### config.mk
export PLATFORM = sky130hd
export DESIGN_NAME = secure_cmd_engine
export DESIGN_NICKNAME = d
export VERILOG_FILES = /design/src/rtl/cmd_pkg.sv /design/src/rtl/secure_cmd_engine.sv /design/src/rtl/read_gate.sv
export SDC_FILE = /design/constraint.sdc
export NUM_CORES = 2
export LEC_CHECK = 0
export BUFFER_PORTS_ARGS = -buffer_cell sky130_fd_sc_hd__buf_2
export CAP_MARGIN = 20
export CELL_PAD_IN_SITES_DETAIL_PLACEMENT = 0
export CELL_PAD_IN_SITES_GLOBAL_PLACEMENT = 2
export CORE_AREA = 2 2 449 451
export DETAILED_ROUTE_END_ITERATION = 8
export DIE_AREA = 0 0 451 453
export GPL_TIMING_DRIVEN = 0
export HOLD_SLACK_MARGIN = 0.15
export PLACE_DENSITY_LB_ADDON = 0.25
export SETUP_SLACK_MARGIN = 0.05
export SYNTH_ARGS = -nofsm -noshare
export SYNTH_HDL_FRONTEND = slang
export SYNTH_SLANG_ARGS = --single-unit
### constraint.sdc
create_clock -name clk_i -period 2.8 [get_ports clk_i]
set_input_delay 0.14 -clock clk_i [delete_from_list [all_inputs] [get_ports clk_i]]
set_output_delay 0.14 -clock clk_i [all_outputs]
set_load 0.02 [all_outputs]
### src/rtl/cmd_pkg.sv
package cmd_pkg;

  // Command opcodes
  localparam logic [7:0] OP_READ  = 8'h02;
  localparam logic [7:0] OP_SHA   = 8'h47;
  localparam logic [7:0] OP_SPARE = 8'h20;

  // Status codes returned by a command
  localparam logic [7:0] ST_OK    = 8'h00;
  localparam logic [7:0] ST_PARSE = 8'h03;
  localparam logic [7:0] ST_EXEC  = 8'h0f;

  // Response lengths in bytes
  localparam logic [5:0] LEN_STATUS = 6'h01;
  localparam logic [5:0] LEN_WORD   = 6'h04;
  localparam logic [5:0] LEN_BLOCK  = 6'h20;

  // Word counts of a read
  localparam logic [3:0] WORDS_SHORT = 4'h1;
  localparam logic [3:0] WORDS_LONG  = 4'h8;

  // Register byte offsets in page zero
  localparam logic [7:0] A_CMD     = 8'h00;
  localparam logic [7:0] A_STATUS  = 8'h04;
  localparam logic [7:0] A_CFG     = 8'h08;
  localparam logic [7:0] A_KFLAGS  = 8'h0c;
  localparam logic [7:0] A_MACSEL  = 8'h10;
  localparam logic [7:0] A_USECTL  = 8'h14;
  localparam logic [7:0] A_USEBITS = 8'h18;

  // Pages selected by address bits 7:6
  localparam logic [1:0] PG_REGS = 2'h0;
  localparam logic [1:0] PG_MSG  = 2'h1;
  localparam logic [1:0] PG_KEY  = 2'h2;
  localparam logic [1:0] PG_SLOT = 2'h3;

  // Slot settings word fields
  localparam int SS_SECRET   = 7;
  localparam int SS_ENCRD    = 6;
  localparam int SS_RKEY_LSB = 0;

  // Read zone byte fields
  localparam int         ZN_SIZE_BIT = 7;
  localparam logic [1:0] ZONE_DATA   = 2'h2;

  // Configuration byte positions inside the CFG register
  localparam int CB19_LSB = 0;
  localparam int CB84_LSB = 8;
  localparam int CB85_LSB = 16;

  // SHA-256 initial hash value
  localparam logic [255:0] SHA_IV =
    256'h6a09e667bb67ae853c6ef372a54ff53a510e527f9b05688c1f83d9ab5be0cd19;

endpackage

### src/rtl/secure_cmd_engine.sv
// Summary of operation
// - Plain slots read openly, 4 or 32 bytes
// - Secret unencrypted slots refuse every read
// - Encrypted slots use read key, no 4-byte
// - Encrypted read needs valid digest-origin matching key
// - Even slot needs random nonce origin
// - Odd slot origin must match MAC select
// - Encrypted data XORed with scratch key bytes
// - Hash opcode 0x47, second parameter zero
// - Hash init loads IV, fixed nonce flags
// - Hash compute folds 64 bytes, returns digest
// - Compute refused unless init ran first
// - Other command inside sequence returns error
// - Hash mode other than 0/1 parse error
// - Sleep or watchdog invalidates intermediate digest
// - Hash init answers one status byte
// - Spare update opcode 0x20, checked fields zero
// - Mode bit 1 decrements slot's use counter
// - No uses left errors, else clear one
// - Byte 84 written only while zero
// - Locked policy writes byte 85 once
// - Open policy always overwrites byte 85
`timescale 1ns/1ps
`default_nettype none

module secure_cmd_engine #(
  parameter int SLOTS     = 16,
  parameter int MSG_WORDS = 16,
  parameter int KEY_WORDS = 8
) (
  input  wire logic         clk_i,
  input  wire logic         rst_i,
  input  wire logic         ce_i,
  input  wire logic         wb_cyc_i,
  input  wire logic         wb_stb_i,
  input  wire logic         wb_we_i,
  input  wire logic [7:0]   wb_adr_i,
  input  wire logic [3:0]   wb_sel_i,
  input  wire logic [31:0]  wb_dat_i,
  output logic      [31:0]  wb_dat_o,
  output logic              wb_ack_o,
  input  wire logic         sleep_i,
  input  wire logic         wdt_expire_i,
  output logic              mem_rd_o,
  output logic      [6:0]   mem_addr_o,
  input  wire logic [31:0]  mem_data_i,
  output logic              hash_start_o,
  output logic      [255:0] hash_state_o,
  output logic      [511:0] hash_block_o,
  input  wire logic         hash_done_i,
  input  wire logic [255:0] hash_digest_i,
  output logic              busy_o,
  output logic              done_o
);

  typedef enum logic [1:0] {S_IDLE, S_EXEC, S_FETCH, S_HASH} state_t;

  state_t      state_reg;
  logic        ack_reg;
  logic [31:0] dat_reg;
  logic [31:0] cmd_reg;
  logic [7:0]  status_reg;
  logic [5:0]  len_reg;
  logic        busy_reg;
  logic        done_reg;
  logic        sha_active_reg;
  logic        valid_reg;
  logic        digest_reg;
  logic        nonce_reg;
  logic [3:0]  kslot_reg;
  logic [23:0] cfg_reg;
  logic [15:0] mac_sel_reg;
  logic [4:0]  use_ctl_reg;
  logic [31:0] use_bits_reg;
  logic        mem_rd_reg;
  logic [6:0]  mem_addr_reg;
  logic        rd_dly_reg;
  logic [3:0]  issue_reg;
  logic [3:0]  recv_reg;
  logic [3:0]  nwords_reg;
  logic        encrypt_reg;
  logic        hash_start_reg;
  logic [15:0] slot_cfg [SLOTS];
  logic [31:0] msg_mem  [MSG_WORDS];
  logic [31:0] key_mem  [KEY_WORDS];
  logic [31:0] res_mem  [KEY_WORDS];

  function automatic logic [31:0] merge(input logic [31:0] old_v, input logic [31:0] new_v,
                                        input logic [3:0] sel);
    logic [31:0] r;
    r = old_v;
    for (int b = 0; b < 4; b++) begin
      if (sel[b]) begin
        r[8*b +: 8] = new_v[8*b +: 8];
      end
    end
    return r;
  endfunction

  // Bus decode; every write, the result page included, is refused while busy
  wire        bus_req  = wb_cyc_i & wb_stb_i & ~ack_reg;
  wire        idle     = (state_reg == S_IDLE);
  wire        bus_wr   = bus_req & wb_we_i & idle;
  wire [1:0]  pg       = wb_adr_i[7:6];
  wire [3:0]  widx     = wb_adr_i[5:2];
  wire        wr_cmd   = bus_wr & (wb_adr_i == cmd_pkg::A_CMD);
  wire        wr_cfg   = bus_wr & (wb_adr_i == cmd_pkg::A_CFG);
  wire        wr_kfl   = bus_wr & (wb_adr_i == cmd_pkg::A_KFLAGS);
  wire        wr_mac   = bus_wr & (wb_adr_i == cmd_pkg::A_MACSEL);
  wire        wr_uctl  = bus_wr & (wb_adr_i == cmd_pkg::A_USECTL);
  wire        wr_ubits = bus_wr & (wb_adr_i == cmd_pkg::A_USEBITS);
  wire        wr_msg   = bus_wr & (pg == cmd_pkg::PG_MSG);
  wire        wr_key   = bus_wr & (pg == cmd_pkg::PG_KEY) & ~widx[3];
  wire        wr_slot  = bus_wr & (pg == cmd_pkg::PG_SLOT);
  wire [31:0] cfg_wr_word = merge({8'h0, cfg_reg}, wb_dat_i, wb_sel_i); // Top byte is not stored

  // Read data selection
  wire [31:0] status_word = {2'h0, len_reg, 7'h0, sha_active_reg, status_reg, 7'h0, busy_reg};
  wire [31:0] kflag_word  = {24'h0, kslot_reg, 1'b0, nonce_reg, digest_reg, valid_reg};
  wire [31:0] regs_word   = (wb_adr_i == cmd_pkg::A_CMD)     ? cmd_reg :
                            (wb_adr_i == cmd_pkg::A_STATUS)  ? status_word :
                            (wb_adr_i == cmd_pkg::A_CFG)     ? {8'h0, cfg_reg} :
                            (wb_adr_i == cmd_pkg::A_KFLAGS)  ? kflag_word :
                            (wb_adr_i == cmd_pkg::A_MACSEL)  ? {16'h0, mac_sel_reg} :
                            (wb_adr_i == cmd_pkg::A_USECTL)  ? {27'h0, use_ctl_reg} :
                            (wb_adr_i == cmd_pkg::A_USEBITS) ? use_bits_reg : 32'h0;
  wire [31:0] rd_word     = (pg == cmd_pkg::PG_REGS) ? regs_word :
                            (pg == cmd_pkg::PG_KEY)  ? (widx[3] ? 32'h0 : res_mem[widx[2:0]]) :
                            (pg == cmd_pkg::PG_SLOT) ? {16'h0, slot_cfg[widx]} : 32'h0;

  // Command fields
  wire [7:0]  op       = cmd_reg[7:0];
  wire [7:0]  mode     = cmd_reg[15:8];
  wire [15:0] arg      = cmd_reg[31:16];
  wire        is_sha   = (op == cmd_pkg::OP_SHA);
  wire        is_read  = (op == cmd_pkg::OP_READ);
  wire        is_spare = (op == cmd_pkg::OP_SPARE);
  wire        ex       = (state_reg == S_EXEC);
  wire [7:0]  cb19     = cfg_reg[cmd_pkg::CB19_LSB +: 8];
  wire [7:0]  cb84     = cfg_reg[cmd_pkg::CB84_LSB +: 8];
  wire [7:0]  cb85     = cfg_reg[cmd_pkg::CB85_LSB +: 8];

  // Parameter checks per command
  wire sha_bad  = (mode[7:1] != 7'h0) | (arg != 16'h0);
  wire sp_bad   = (mode[7:2] != 6'h0) | (arg[15:8] != 8'h0);
  wire rd_bad   = (mode[6:2] != 5'h0) | (mode[1:0] != cmd_pkg::ZONE_DATA);
  wire parse_er = is_sha ? sha_bad : is_read ? rd_bad : is_spare ? sp_bad : 1'b1;

  // Read permission for the addressed slot
  wire       is32    = mode[cmd_pkg::ZN_SIZE_BIT];
  wire [3:0] rd_slot = arg[6:3];
  wire       deny;
  wire       encrypt;

  read_gate read_gate_inst (
    .settings_i          (slot_cfg[rd_slot]),
    .slot_i              (rd_slot),
    .is32_i              (is32),
    .key_valid_i         (valid_reg),
    .digest_origin_i     (digest_reg),
    .nonce_origin_i      (nonce_reg),
    .key_slot_i          (kslot_reg),
    .mac_origin_select_i (mac_sel_reg[rd_slot]),
    .deny_o              (deny),
    .encrypt_o           (encrypt)
  );

  // Spare byte update outcome
  wire use_hit    = use_ctl_reg[4] & (use_ctl_reg[3:0] == arg[3:0]);
  wire spare_fail = mode[1] ? (use_hit & (use_bits_reg == 32'h0)) :
                    ~mode[0] ? (cb84 != 8'h0) :
                    ((cb19 != 8'h0) & (cb85 != 8'h0));

  // Execution errors and the resulting code
  wire exec_er  = (sha_active_reg & ~is_sha)
                | (is_sha & mode[0] & ~sha_active_reg)
                | (is_read & deny)
                | (is_spare & spare_fail);
  wire ex_ok    = ~parse_er & ~exec_er;
  wire [7:0] ex_code = parse_er ? cmd_pkg::ST_PARSE : exec_er ? cmd_pkg::ST_EXEC : cmd_pkg::ST_OK;
  wire ex_read  = ex & ex_ok & is_read;
  wire ex_comp  = ex & ex_ok & is_sha & mode[0];
  wire ex_init  = ex & ex_ok & is_sha & ~mode[0];
  wire ex_spare = ex & ex_ok & is_spare;
  wire w84      = ex_spare & (mode[1:0] == 2'h0);
  wire w85      = ex_spare & ~mode[1] & mode[0];
  wire dec      = ex_spare & mode[1] & use_hit;

  // Completion of each flow
  wire capture  = (state_reg == S_FETCH) & rd_dly_reg;
  wire f_last   = capture & (recv_reg == nwords_reg - 4'h1);
  wire h_last   = (state_reg == S_HASH) & hash_done_i & ~hash_start_reg;
  wire finish   = (ex & ~ex_read & ~ex_comp) | f_last | h_last;
  wire [5:0] fin_len = ex ? cmd_pkg::LEN_STATUS :
                       (f_last & (nwords_reg == cmd_pkg::WORDS_SHORT)) ? cmd_pkg::LEN_WORD :
                       cmd_pkg::LEN_BLOCK;
  wire kill     = sleep_i | wdt_expire_i;

  // Wishbone answer, one cycle after the request
  always_ff @(posedge clk_i) begin
    if (rst_i) begin
      ack_reg <= 1'b0;
      dat_reg <= 32'h0;
    end else if (ce_i) begin
      ack_reg <= bus_req;
      dat_reg <= bus_req ? rd_word : dat_reg;
    end
  end

  // Command sequencing and status
  always_ff @(posedge clk_i) begin
    if (rst_i) begin
      state_reg  <= S_IDLE;
      cmd_reg    <= 32'h0;
      status_reg <= cmd_pkg::ST_OK;
      len_reg    <= 6'h0;
      busy_reg   <= 1'b0;
      done_reg   <= 1'b0;
    end else if (ce_i) begin
      done_reg <= finish;
      if (wr_cmd) begin
        cmd_reg   <= merge(cmd_reg, wb_dat_i, wb_sel_i);
        state_reg <= S_EXEC;
        busy_reg  <= 1'b1;
      end else if (finish) begin
        state_reg  <= S_IDLE;
        busy_reg   <= 1'b0;
        status_reg <= ex ? ex_code : cmd_pkg::ST_OK;
        len_reg    <= fin_len;
      end else if (ex_read) begin
        state_reg <= S_FETCH;
      end else if (ex_comp) begin
        state_reg <= S_HASH;
      end
    end
  end

  // Scratch key flags and hash sequence tracking
  always_ff @(posedge clk_i) begin
    if (rst_i) begin
      sha_active_reg <= 1'b0;
      valid_reg      <= 1'b0;
      digest_reg     <= 1'b0;
      nonce_reg      <= 1'b0;
      kslot_reg      <= 4'h0;
    end else if (ce_i) begin
      if (kill) begin
        sha_active_reg <= 1'b0;
        valid_reg      <= 1'b0;
      end else if (ex_init) begin
        sha_active_reg <= 1'b1;
        valid_reg      <= 1'b1;
        digest_reg     <= 1'b0;
        nonce_reg      <= 1'b0;
      end else if (ex & ~is_sha) begin
        sha_active_reg <= 1'b0;
      end else if (wr_kfl) begin
        valid_reg  <= wb_dat_i[0];
        digest_reg <= wb_dat_i[1];
        nonce_reg  <= wb_dat_i[2];
        kslot_reg  <= wb_dat_i[7:4];
      end
    end
  end

  // Configuration bytes and limited-use counter
  always_ff @(posedge clk_i) begin
    if (rst_i) begin
      cfg_reg      <= 24'h0;
      mac_sel_reg  <= 16'h0;
      use_ctl_reg  <= 5'h0;
      use_bits_reg <= 32'h0;
    end else if (ce_i) begin
      if (w84) cfg_reg[cmd_pkg::CB84_LSB +: 8] <= arg[7:0];
      else if (w85) cfg_reg[cmd_pkg::CB85_LSB +: 8] <= arg[7:0];
      else if (wr_cfg) cfg_reg <= cfg_wr_word[23:0];
      if (dec) use_bits_reg <= use_bits_reg & (use_bits_reg - 32'h1);
      else if (wr_ubits) use_bits_reg <= merge(use_bits_reg, wb_dat_i, wb_sel_i);
      if (wr_mac) mac_sel_reg <= wb_dat_i[15:0];
      if (wr_uctl) use_ctl_reg <= wb_dat_i[4:0];
    end
  end

  // Memory fetch for data-zone reads, one word per cycle
  always_ff @(posedge clk_i) begin
    if (rst_i) begin
      mem_rd_reg   <= 1'b0;
      mem_addr_reg <= 7'h0;
      rd_dly_reg   <= 1'b0;
      issue_reg    <= 4'h0;
      recv_reg     <= 4'h0;
      nwords_reg   <= 4'h0;
      encrypt_reg  <= 1'b0;
    end else if (ce_i) begin
      rd_dly_reg <= mem_rd_reg;
      if (ex_read) begin
        nwords_reg   <= is32 ? cmd_pkg::WORDS_LONG : cmd_pkg::WORDS_SHORT;
        mem_addr_reg <= {rd_slot, is32 ? 3'h0 : arg[2:0]};
        issue_reg    <= 4'h0;
        recv_reg     <= 4'h0;
        encrypt_reg  <= encrypt;
      end else if ((state_reg == S_FETCH) & (issue_reg != nwords_reg)) begin
        mem_rd_reg   <= 1'b1;
        issue_reg    <= issue_reg + 4'h1;
        mem_addr_reg <= (issue_reg == 4'h0) ? mem_addr_reg : mem_addr_reg + 7'h1;
      end else begin
        mem_rd_reg <= 1'b0;
      end
      if (capture) recv_reg <= recv_reg + 4'h1;
    end
  end

  // Hash start pulse
  always_ff @(posedge clk_i) begin
    if (rst_i) hash_start_reg <= 1'b0;
    else if (ce_i) hash_start_reg <= ex_comp;
  end

  // Key, result and message storage
  always_ff @(posedge clk_i) begin
    if (ce_i) begin
      for (int i = 0; i < KEY_WORDS; i++) begin
        if (ex_init) key_mem[i] <= cmd_pkg::SHA_IV[255-32*i -: 32];
        else if (h_last) key_mem[i] <= hash_digest_i[255-32*i -: 32];
        else if (wr_key & (widx[2:0] == i[2:0])) key_mem[i] <= merge(key_mem[i], wb_dat_i, wb_sel_i);
        if (h_last) res_mem[i] <= hash_digest_i[255-32*i -: 32];
        else if (capture & (recv_reg[2:0] == i[2:0]))
          res_mem[i] <= mem_data_i ^ (encrypt_reg ? key_mem[i] : 32'h0);
      end
      for (int m = 0; m < MSG_WORDS; m++) begin
        if (wr_msg & (widx == m[3:0])) msg_mem[m] <= merge(msg_mem[m], wb_dat_i, wb_sel_i);
      end
      for (int s = 0; s < SLOTS; s++) begin
        if (wr_slot & (widx == s[3:0])) slot_cfg[s] <= wb_dat_i[15:0];
      end
    end
  end

  // Flattened hash core ports
  genvar g;
  generate
    for (g = 0; g < KEY_WORDS; g++) begin : g_state
      assign hash_state_o[255-32*g -: 32] = key_mem[g];
    end
    for (g = 0; g < MSG_WORDS; g++) begin : g_block
      assign hash_block_o[511-32*g -: 32] = msg_mem[g];
    end
  endgenerate

  // Outputs
  assign wb_ack_o     = ack_reg;
  assign wb_dat_o     = dat_reg;
  assign mem_rd_o     = mem_rd_reg;
  assign mem_addr_o   = mem_addr_reg;
  assign hash_start_o = hash_start_reg;
  assign busy_o       = busy_reg;
  assign done_o       = done_reg;

  // Checks next to the logic they guard
  wire rd_plain = ~slot_cfg[rd_slot][cmd_pkg::SS_SECRET] & ~slot_cfg[rd_slot][cmd_pkg::SS_ENCRD];
  wire rd_ok_fl = ex & is_read & ~rd_bad & ~sha_active_reg;

  a_plain_read_go: assert property (@(posedge clk_i) disable iff (rst_i)
    (ce_i & rd_ok_fl & rd_plain) |=> (state_reg == S_FETCH)) else $error("plain read not started");
  a_secret_read_deny: assert property (@(posedge clk_i) disable iff (rst_i)
    (ce_i & rd_ok_fl & slot_cfg[rd_slot][cmd_pkg::SS_SECRET] & ~slot_cfg[rd_slot][cmd_pkg::SS_ENCRD])
    |=> (status_reg == cmd_pkg::ST_EXEC) && (state_reg == S_IDLE)) else $error("secret slot was read");
  a_enc_short_deny: assert property (@(posedge clk_i) disable iff (rst_i)
    (ce_i & rd_ok_fl & slot_cfg[rd_slot][cmd_pkg::SS_ENCRD] & ~is32)
    |=> (status_reg == cmd_pkg::ST_EXEC) ##1 !mem_rd_o) else $error("short encrypted read allowed");
  a_key_flag_deny: assert property (@(posedge clk_i) disable iff (rst_i)
    (ce_i & rd_ok_fl & slot_cfg[rd_slot][cmd_pkg::SS_ENCRD] & ~valid_reg)
    |=> (status_reg == cmd_pkg::ST_EXEC)) else $error("invalid key used for read");
  a_sha_init_load: assert property (@(posedge clk_i) disable iff (rst_i)
    (ce_i & ex_init & ~kill) |=> valid_reg && !digest_reg && (hash_state_o == cmd_pkg::SHA_IV)
    && (len_reg == cmd_pkg::LEN_STATUS)) else $error("hash init did not load state");
  a_compute_needs_init: assert property (@(posedge clk_i) disable iff (rst_i)
    (ce_i & ex & is_sha & ~sha_bad & mode[0] & ~sha_active_reg)
    |=> (status_reg == cmd_pkg::ST_EXEC) ##1 !hash_start_o) else $error("compute ran without init");
  a_sha_mode_parse: assert property (@(posedge clk_i) disable iff (rst_i)
    (ce_i & ex & is_sha & (mode[7:1] != 7'h0)) |=> (status_reg == cmd_pkg::ST_PARSE))
    else $error("bad hash mode accepted");
  a_sleep_kills_key: assert property (@(posedge clk_i) disable iff (rst_i)
    (ce_i & kill) |=> !valid_reg && !sha_active_reg) else $error("digest survived sleep");
  a_spare_84_lock: assert property (@(posedge clk_i) disable iff (rst_i)
    (ce_i & ex & is_spare & ~sp_bad & ~sha_active_reg & (mode[1:0] == 2'h0) & (cb84 != 8'h0))
    |=> $stable(cfg_reg[cmd_pkg::CB84_LSB +: 8]) && (status_reg == cmd_pkg::ST_EXEC))
    else $error("byte 84 overwritten");

endmodule

`default_nettype wire

### src/rtl/read_gate.sv
`timescale 1ns/1ps
`default_nettype none

module read_gate (
  input  wire logic [15:0] settings_i,
  input  wire logic [3:0]  slot_i,
  input  wire logic        is32_i,
  input  wire logic        key_valid_i,
  input  wire logic        digest_origin_i,
  input  wire logic        nonce_origin_i,
  input  wire logic [3:0]  key_slot_i,
  input  wire logic        mac_origin_select_i,
  output logic             deny_o,
  output logic             encrypt_o
);

  logic       secret_slot_flag;
  logic       encrypted_read_flag;
  logic [3:0] read_key_slot_field;
  logic       key_ok;
  logic       origin_ok;

  // Field extraction from the slot settings word
  assign secret_slot_flag    = settings_i[cmd_pkg::SS_SECRET];
  assign encrypted_read_flag = settings_i[cmd_pkg::SS_ENCRD];
  assign read_key_slot_field = settings_i[cmd_pkg::SS_RKEY_LSB +: 4];

  // Scratch key must come from a digest over the read key slot
  assign key_ok = key_valid_i & digest_origin_i & (key_slot_i == read_key_slot_field);

  // Even slots need random origin, odd slots follow the MAC origin bit
  assign origin_ok = slot_i[0] ? (nonce_origin_i == mac_origin_select_i)
                               : nonce_origin_i;

  // Plain slots pass, secret plain slots never, encrypted need full checks
  assign deny_o = (secret_slot_flag & ~encrypted_read_flag)
                | (encrypted_read_flag & (~is32_i | ~key_ok | ~origin_ok));
  assign encrypt_o = encrypted_read_flag;

endmodule

`default_nettype wire

==> impl_metrics.csv <==
group,metric,value,unit
final_layout,layout.nets,6575,
floorplanning,coreArea,199000,um2
sta,hold_violations,0,
grt,grt_overflow,0,
yosys,synth_area_leaders,"edfxtp_1, mux4_2, dfxtp_1, xor2_1, a21oi_1",
grt,grt_pass1_wl,414000,um
yosys,ys_ff_latch,1464,
drt,drt_first_pass_iters,5,
drt,route.antenna.remaining_nets,0,
critical_path,ff2ff_setup_slack,-0.37,ns
floorplanning,start_util,0.309,
yosys,synth_edf_count,1280,
final_layout,final_common_cell,"edfxtp_1",
critical_path,crit_path_end_kind,"register",
yosys,seq_area_frac_synth,0.684,
grt,track_usage,0.299,
critical_path,crit_path_max_fanout,9,
final_layout,top_register,"msg_mem",
yosys,synthDistinctLibCells,85,
sta,period_needed,3.17,ns
yosys,syn_inst,4437,
floorplanning,num_rows,164,
power_and_ir_drop,switching_share,0.236,
grt,grt_pass1_vias,46900,
clocking,path_clk_slew,0.06,ns
final_layout,drive_gt1_frac,0.296,
final_layout,mostFrequentLayoutCells,"edfxtp_1, buf_2, nand2_1, a21oi_1, dlygate4sd3_1",
yosys,async_flop_share,0,
power_and_ir_drop,p_sw,11.4,mW
final_layout,largest_reg_flops,512,
critical_path,required,3.47,ns
yosys,synth_ff_type,"edfxtp_1",
placement,port_buffers,1115,
power_and_ir_drop,powerDensity,584,nW/um2
drt,avgViaCountPerCell,5.33,
power_and_ir_drop,p_int,36.9,mW
critical_path,rr_worst_depth,12,
clocking,numCtsBuffers,167,
sta,finalSetupViolations,1347,
yosys,yosysWarnings,0,
worst_hold_path,hp-start,"ce_i",
critical_path,slowest_stage,"mux4_2",
clocking,clock_path_buffers,3,
job,drv_cap,0,
drt,drc,0,
placement,place_congestion,0.946,
clocking,clock-sinks,1464,
yosys,yosysTopAreaCell,"edfxtp_1",
sta,max_freq,0.315,GHz
floorplanning,ios,1153,
sta,slew_headroom,0.121,
sta,rsz0062_at_grt,"true",
yosys,syn_area,61600,um2
clocking,clock_latency,0.84,ns
clocking,cts-htree-levels,4,
clocking,cts_root_buffer,"clkbuf_16",
drt,routed_wl,315000,um
yosys,syn_avg_cell_area,13.9,um2
sta,finalMaxSlewViolations,0,
floorplanning,fp.dieW,451,um
critical_path,cp_data_arrival_time,3.84,ns
placement,dp_cells,8283,
drt,wl_per_cell,34.9,um
power_and_ir_drop,clockPowerShare,0.447,
critical_path,crit_path_start_kind,"register",
critical_path,setup.worst_path.class,"reg -> reg",
clocking,tritoncts,"yes",
critical_path,crit_path_end,"encrypt_reg",
critical_path,reg2reg_to,"encrypt_reg",
yosys,syn_nets,4788,
sta,skew,0.0283,ns
status,status,"finished with violations",
status,failed_checks,"setup timing",
grt,antenna_found_initial,53,
critical_path,crit_chain,"buf_8 > mux4_2 > mux2_2 > nand2_1 > o21ai_1 > xor2_1 > o41ai_4 > buf_12 > nand4_1 > buf_6 > mux2i_1 > nor2_1",
sta,hold_slack,0.178,ns
grt,grt_max_degree,39,
floorplanning,dieHeight,453,um
worst_hold_path,worstHoldPathType,"in -> reg",
final_layout,fin_cells,9032,
power_and_ir_drop,comb_power_share,0.063,
sta,finalCritPeriodShare,1.13,
sta,layout_setup_ws,-0.370,ns
power_and_ir_drop,power.share.sequential,0.490,
sta,worst_pin_slew,1.32,ns
drt,vias,48100,
yosys,synth.top_cell.area_share,0.624,
drt,drt_iter0_drc,5345,
power_and_ir_drop,max-vdd-ir-drop,603,uV
floorplanning,dieArea,204000,um2
final_layout,area_delta_synth_final,34.2,%
critical_path,cpPeakStageDelay,0.54,ns
placement,dp_hpwl,246000,um
power_and_ir_drop,p_leak,30.0,nW
-- final cells by class --
type / instances / area [um2]
antenna: 16 / 40.0
buffer: 330 / 1500
clock buffer: 215 / 4560
clock inverter: 90 / 694
fill: 19000 / 117000
inverter: 21 / 78.8
multi-input combinational: 2615 / 19000
sequential: 1464 / 42100
tap: 2656 / 3320
timing repair buffer: 1625 / 11300
-- metrics by stage --
stage	setup TNS, ns	cell area (um2)	total power [mW]	util	worst slack, ns
3_3_place_gp	-4228.29	70500	26.6	0.354	-4.59
4_1_cts	-174.03	82200	48.5	0.413	-0.377
2_1_floorplan	-29.98	61600	25.1	-	-0.125
6_report	-218.13	82700	48.3	0.415	-0.370
5_1_grt	-329.61	82700	49.4	0.415	-0.489
3_5_place_dp	-2073.65	71900	26.6	0.361	-2.41
-- worst max-delay path: cells and delay by family (launching register included) --
family                    cells  cell delay (ns)
buffers and inverters         3             0.62
muxes                         3             0.96
and+or+nand+nor               3             0.38
AOI/OAI and AO/OA             2             0.49
DFF                           1             0.35
xor gates and xnor gates      1             0.19
-- worst min path at each step --
| stage | slack, ns | end | depth (start not counted) |
|---|---|---|---|
| floorplan | 0.24 | msg_mem[0][0] | 0 |
| global placement | 0.44 | wb_dat_o[7] | 2 |
| detailed placement | 0.45 | wb_dat_o[6] | 2 |
| CTS | 0.15 | key_mem[0][64] | 4 |
| global route | 0.18 | cfg_reg[21] | 4 |
| finish | 0.18 | cfg_reg[23] | 4 |
-- Yosys cell counts, drive strengths merged, types with 8 or more instances --
library cell and number:
o21ai 60, nand4 8, clkbuf 247, a22oi 38, or2 15, mux2i 53
and2 47, inv 20, mux4 165, nand3 91, a21oi 412, xor2 262
a21o 8, a222oi 16, nor2b 17, nor4 21, nand2b 12, o22a 131
a221oi 14, a32o 9, ha 10, or3 11, nor3 20, o211ai 21
nand2 542, buf 90, dfxtp 184, nor2 403, edfxtp 1280, a22o 122
and3 14, mux2 9
-- cell families (layout without fill, tap and decap cells) --
kind of cell | Yosys count | in the layout | synth area share
flip-flops | 1464 | 1464 | 0.684
XOR/XNOR | 269 | 269 | 0.0382
AND/OR/NAND/NOR | 1228 | 1228 | 0.0865
AO/OA/AOI/OAI | 881 | 881 | 0.0960
adder cells (fa/ha/maj) | 10 | 10 | 0.00203
multiplexers | 227 | 227 | 0.0708
buffers and inverters | 358 | 2281 | 0.0227
other | 0 | 16 | 0
-- timing repair --
action / in CTS / in global routing
pin swaps: 15 / 8
cloned: 2 / 2
buffers inserted: 22 / 9
hold buffers: 393 / 1
setup endpoints to repair: 1928 / 1756
endpoints found under the hold margin: 1357 / 36
gates resized for setup: 235 / 64
-- power by group through the flow --
stage | Combinational, mW | Sequential [mW] | Clock, mW
2_1_floorplan | 0.924 | 24.2 | 0
3_3_place_gp | 2.42 | 24.1 | 0
3_5_place_dp | 2.50 | 24.1 | 0
4_1_cts | 3.00 | 23.7 | 21.8
5_1_grt | 3.16 | 23.7 | 22.6
6_report | 3.06 | 23.7 | 21.6
-- layer usage --
layer / global-route usage / vias up / share of wire
met5: 0 / - / 0.00046
met4: 0.152 / 26 / 0.059
met3: 0.0564 / 601 / 0.073
met2: 0.515 / 2678 / 0.49
met1: 0.356 / 24500 / 0.37
li1: - / 20300 / -
(Power assumes the default switching activity.)
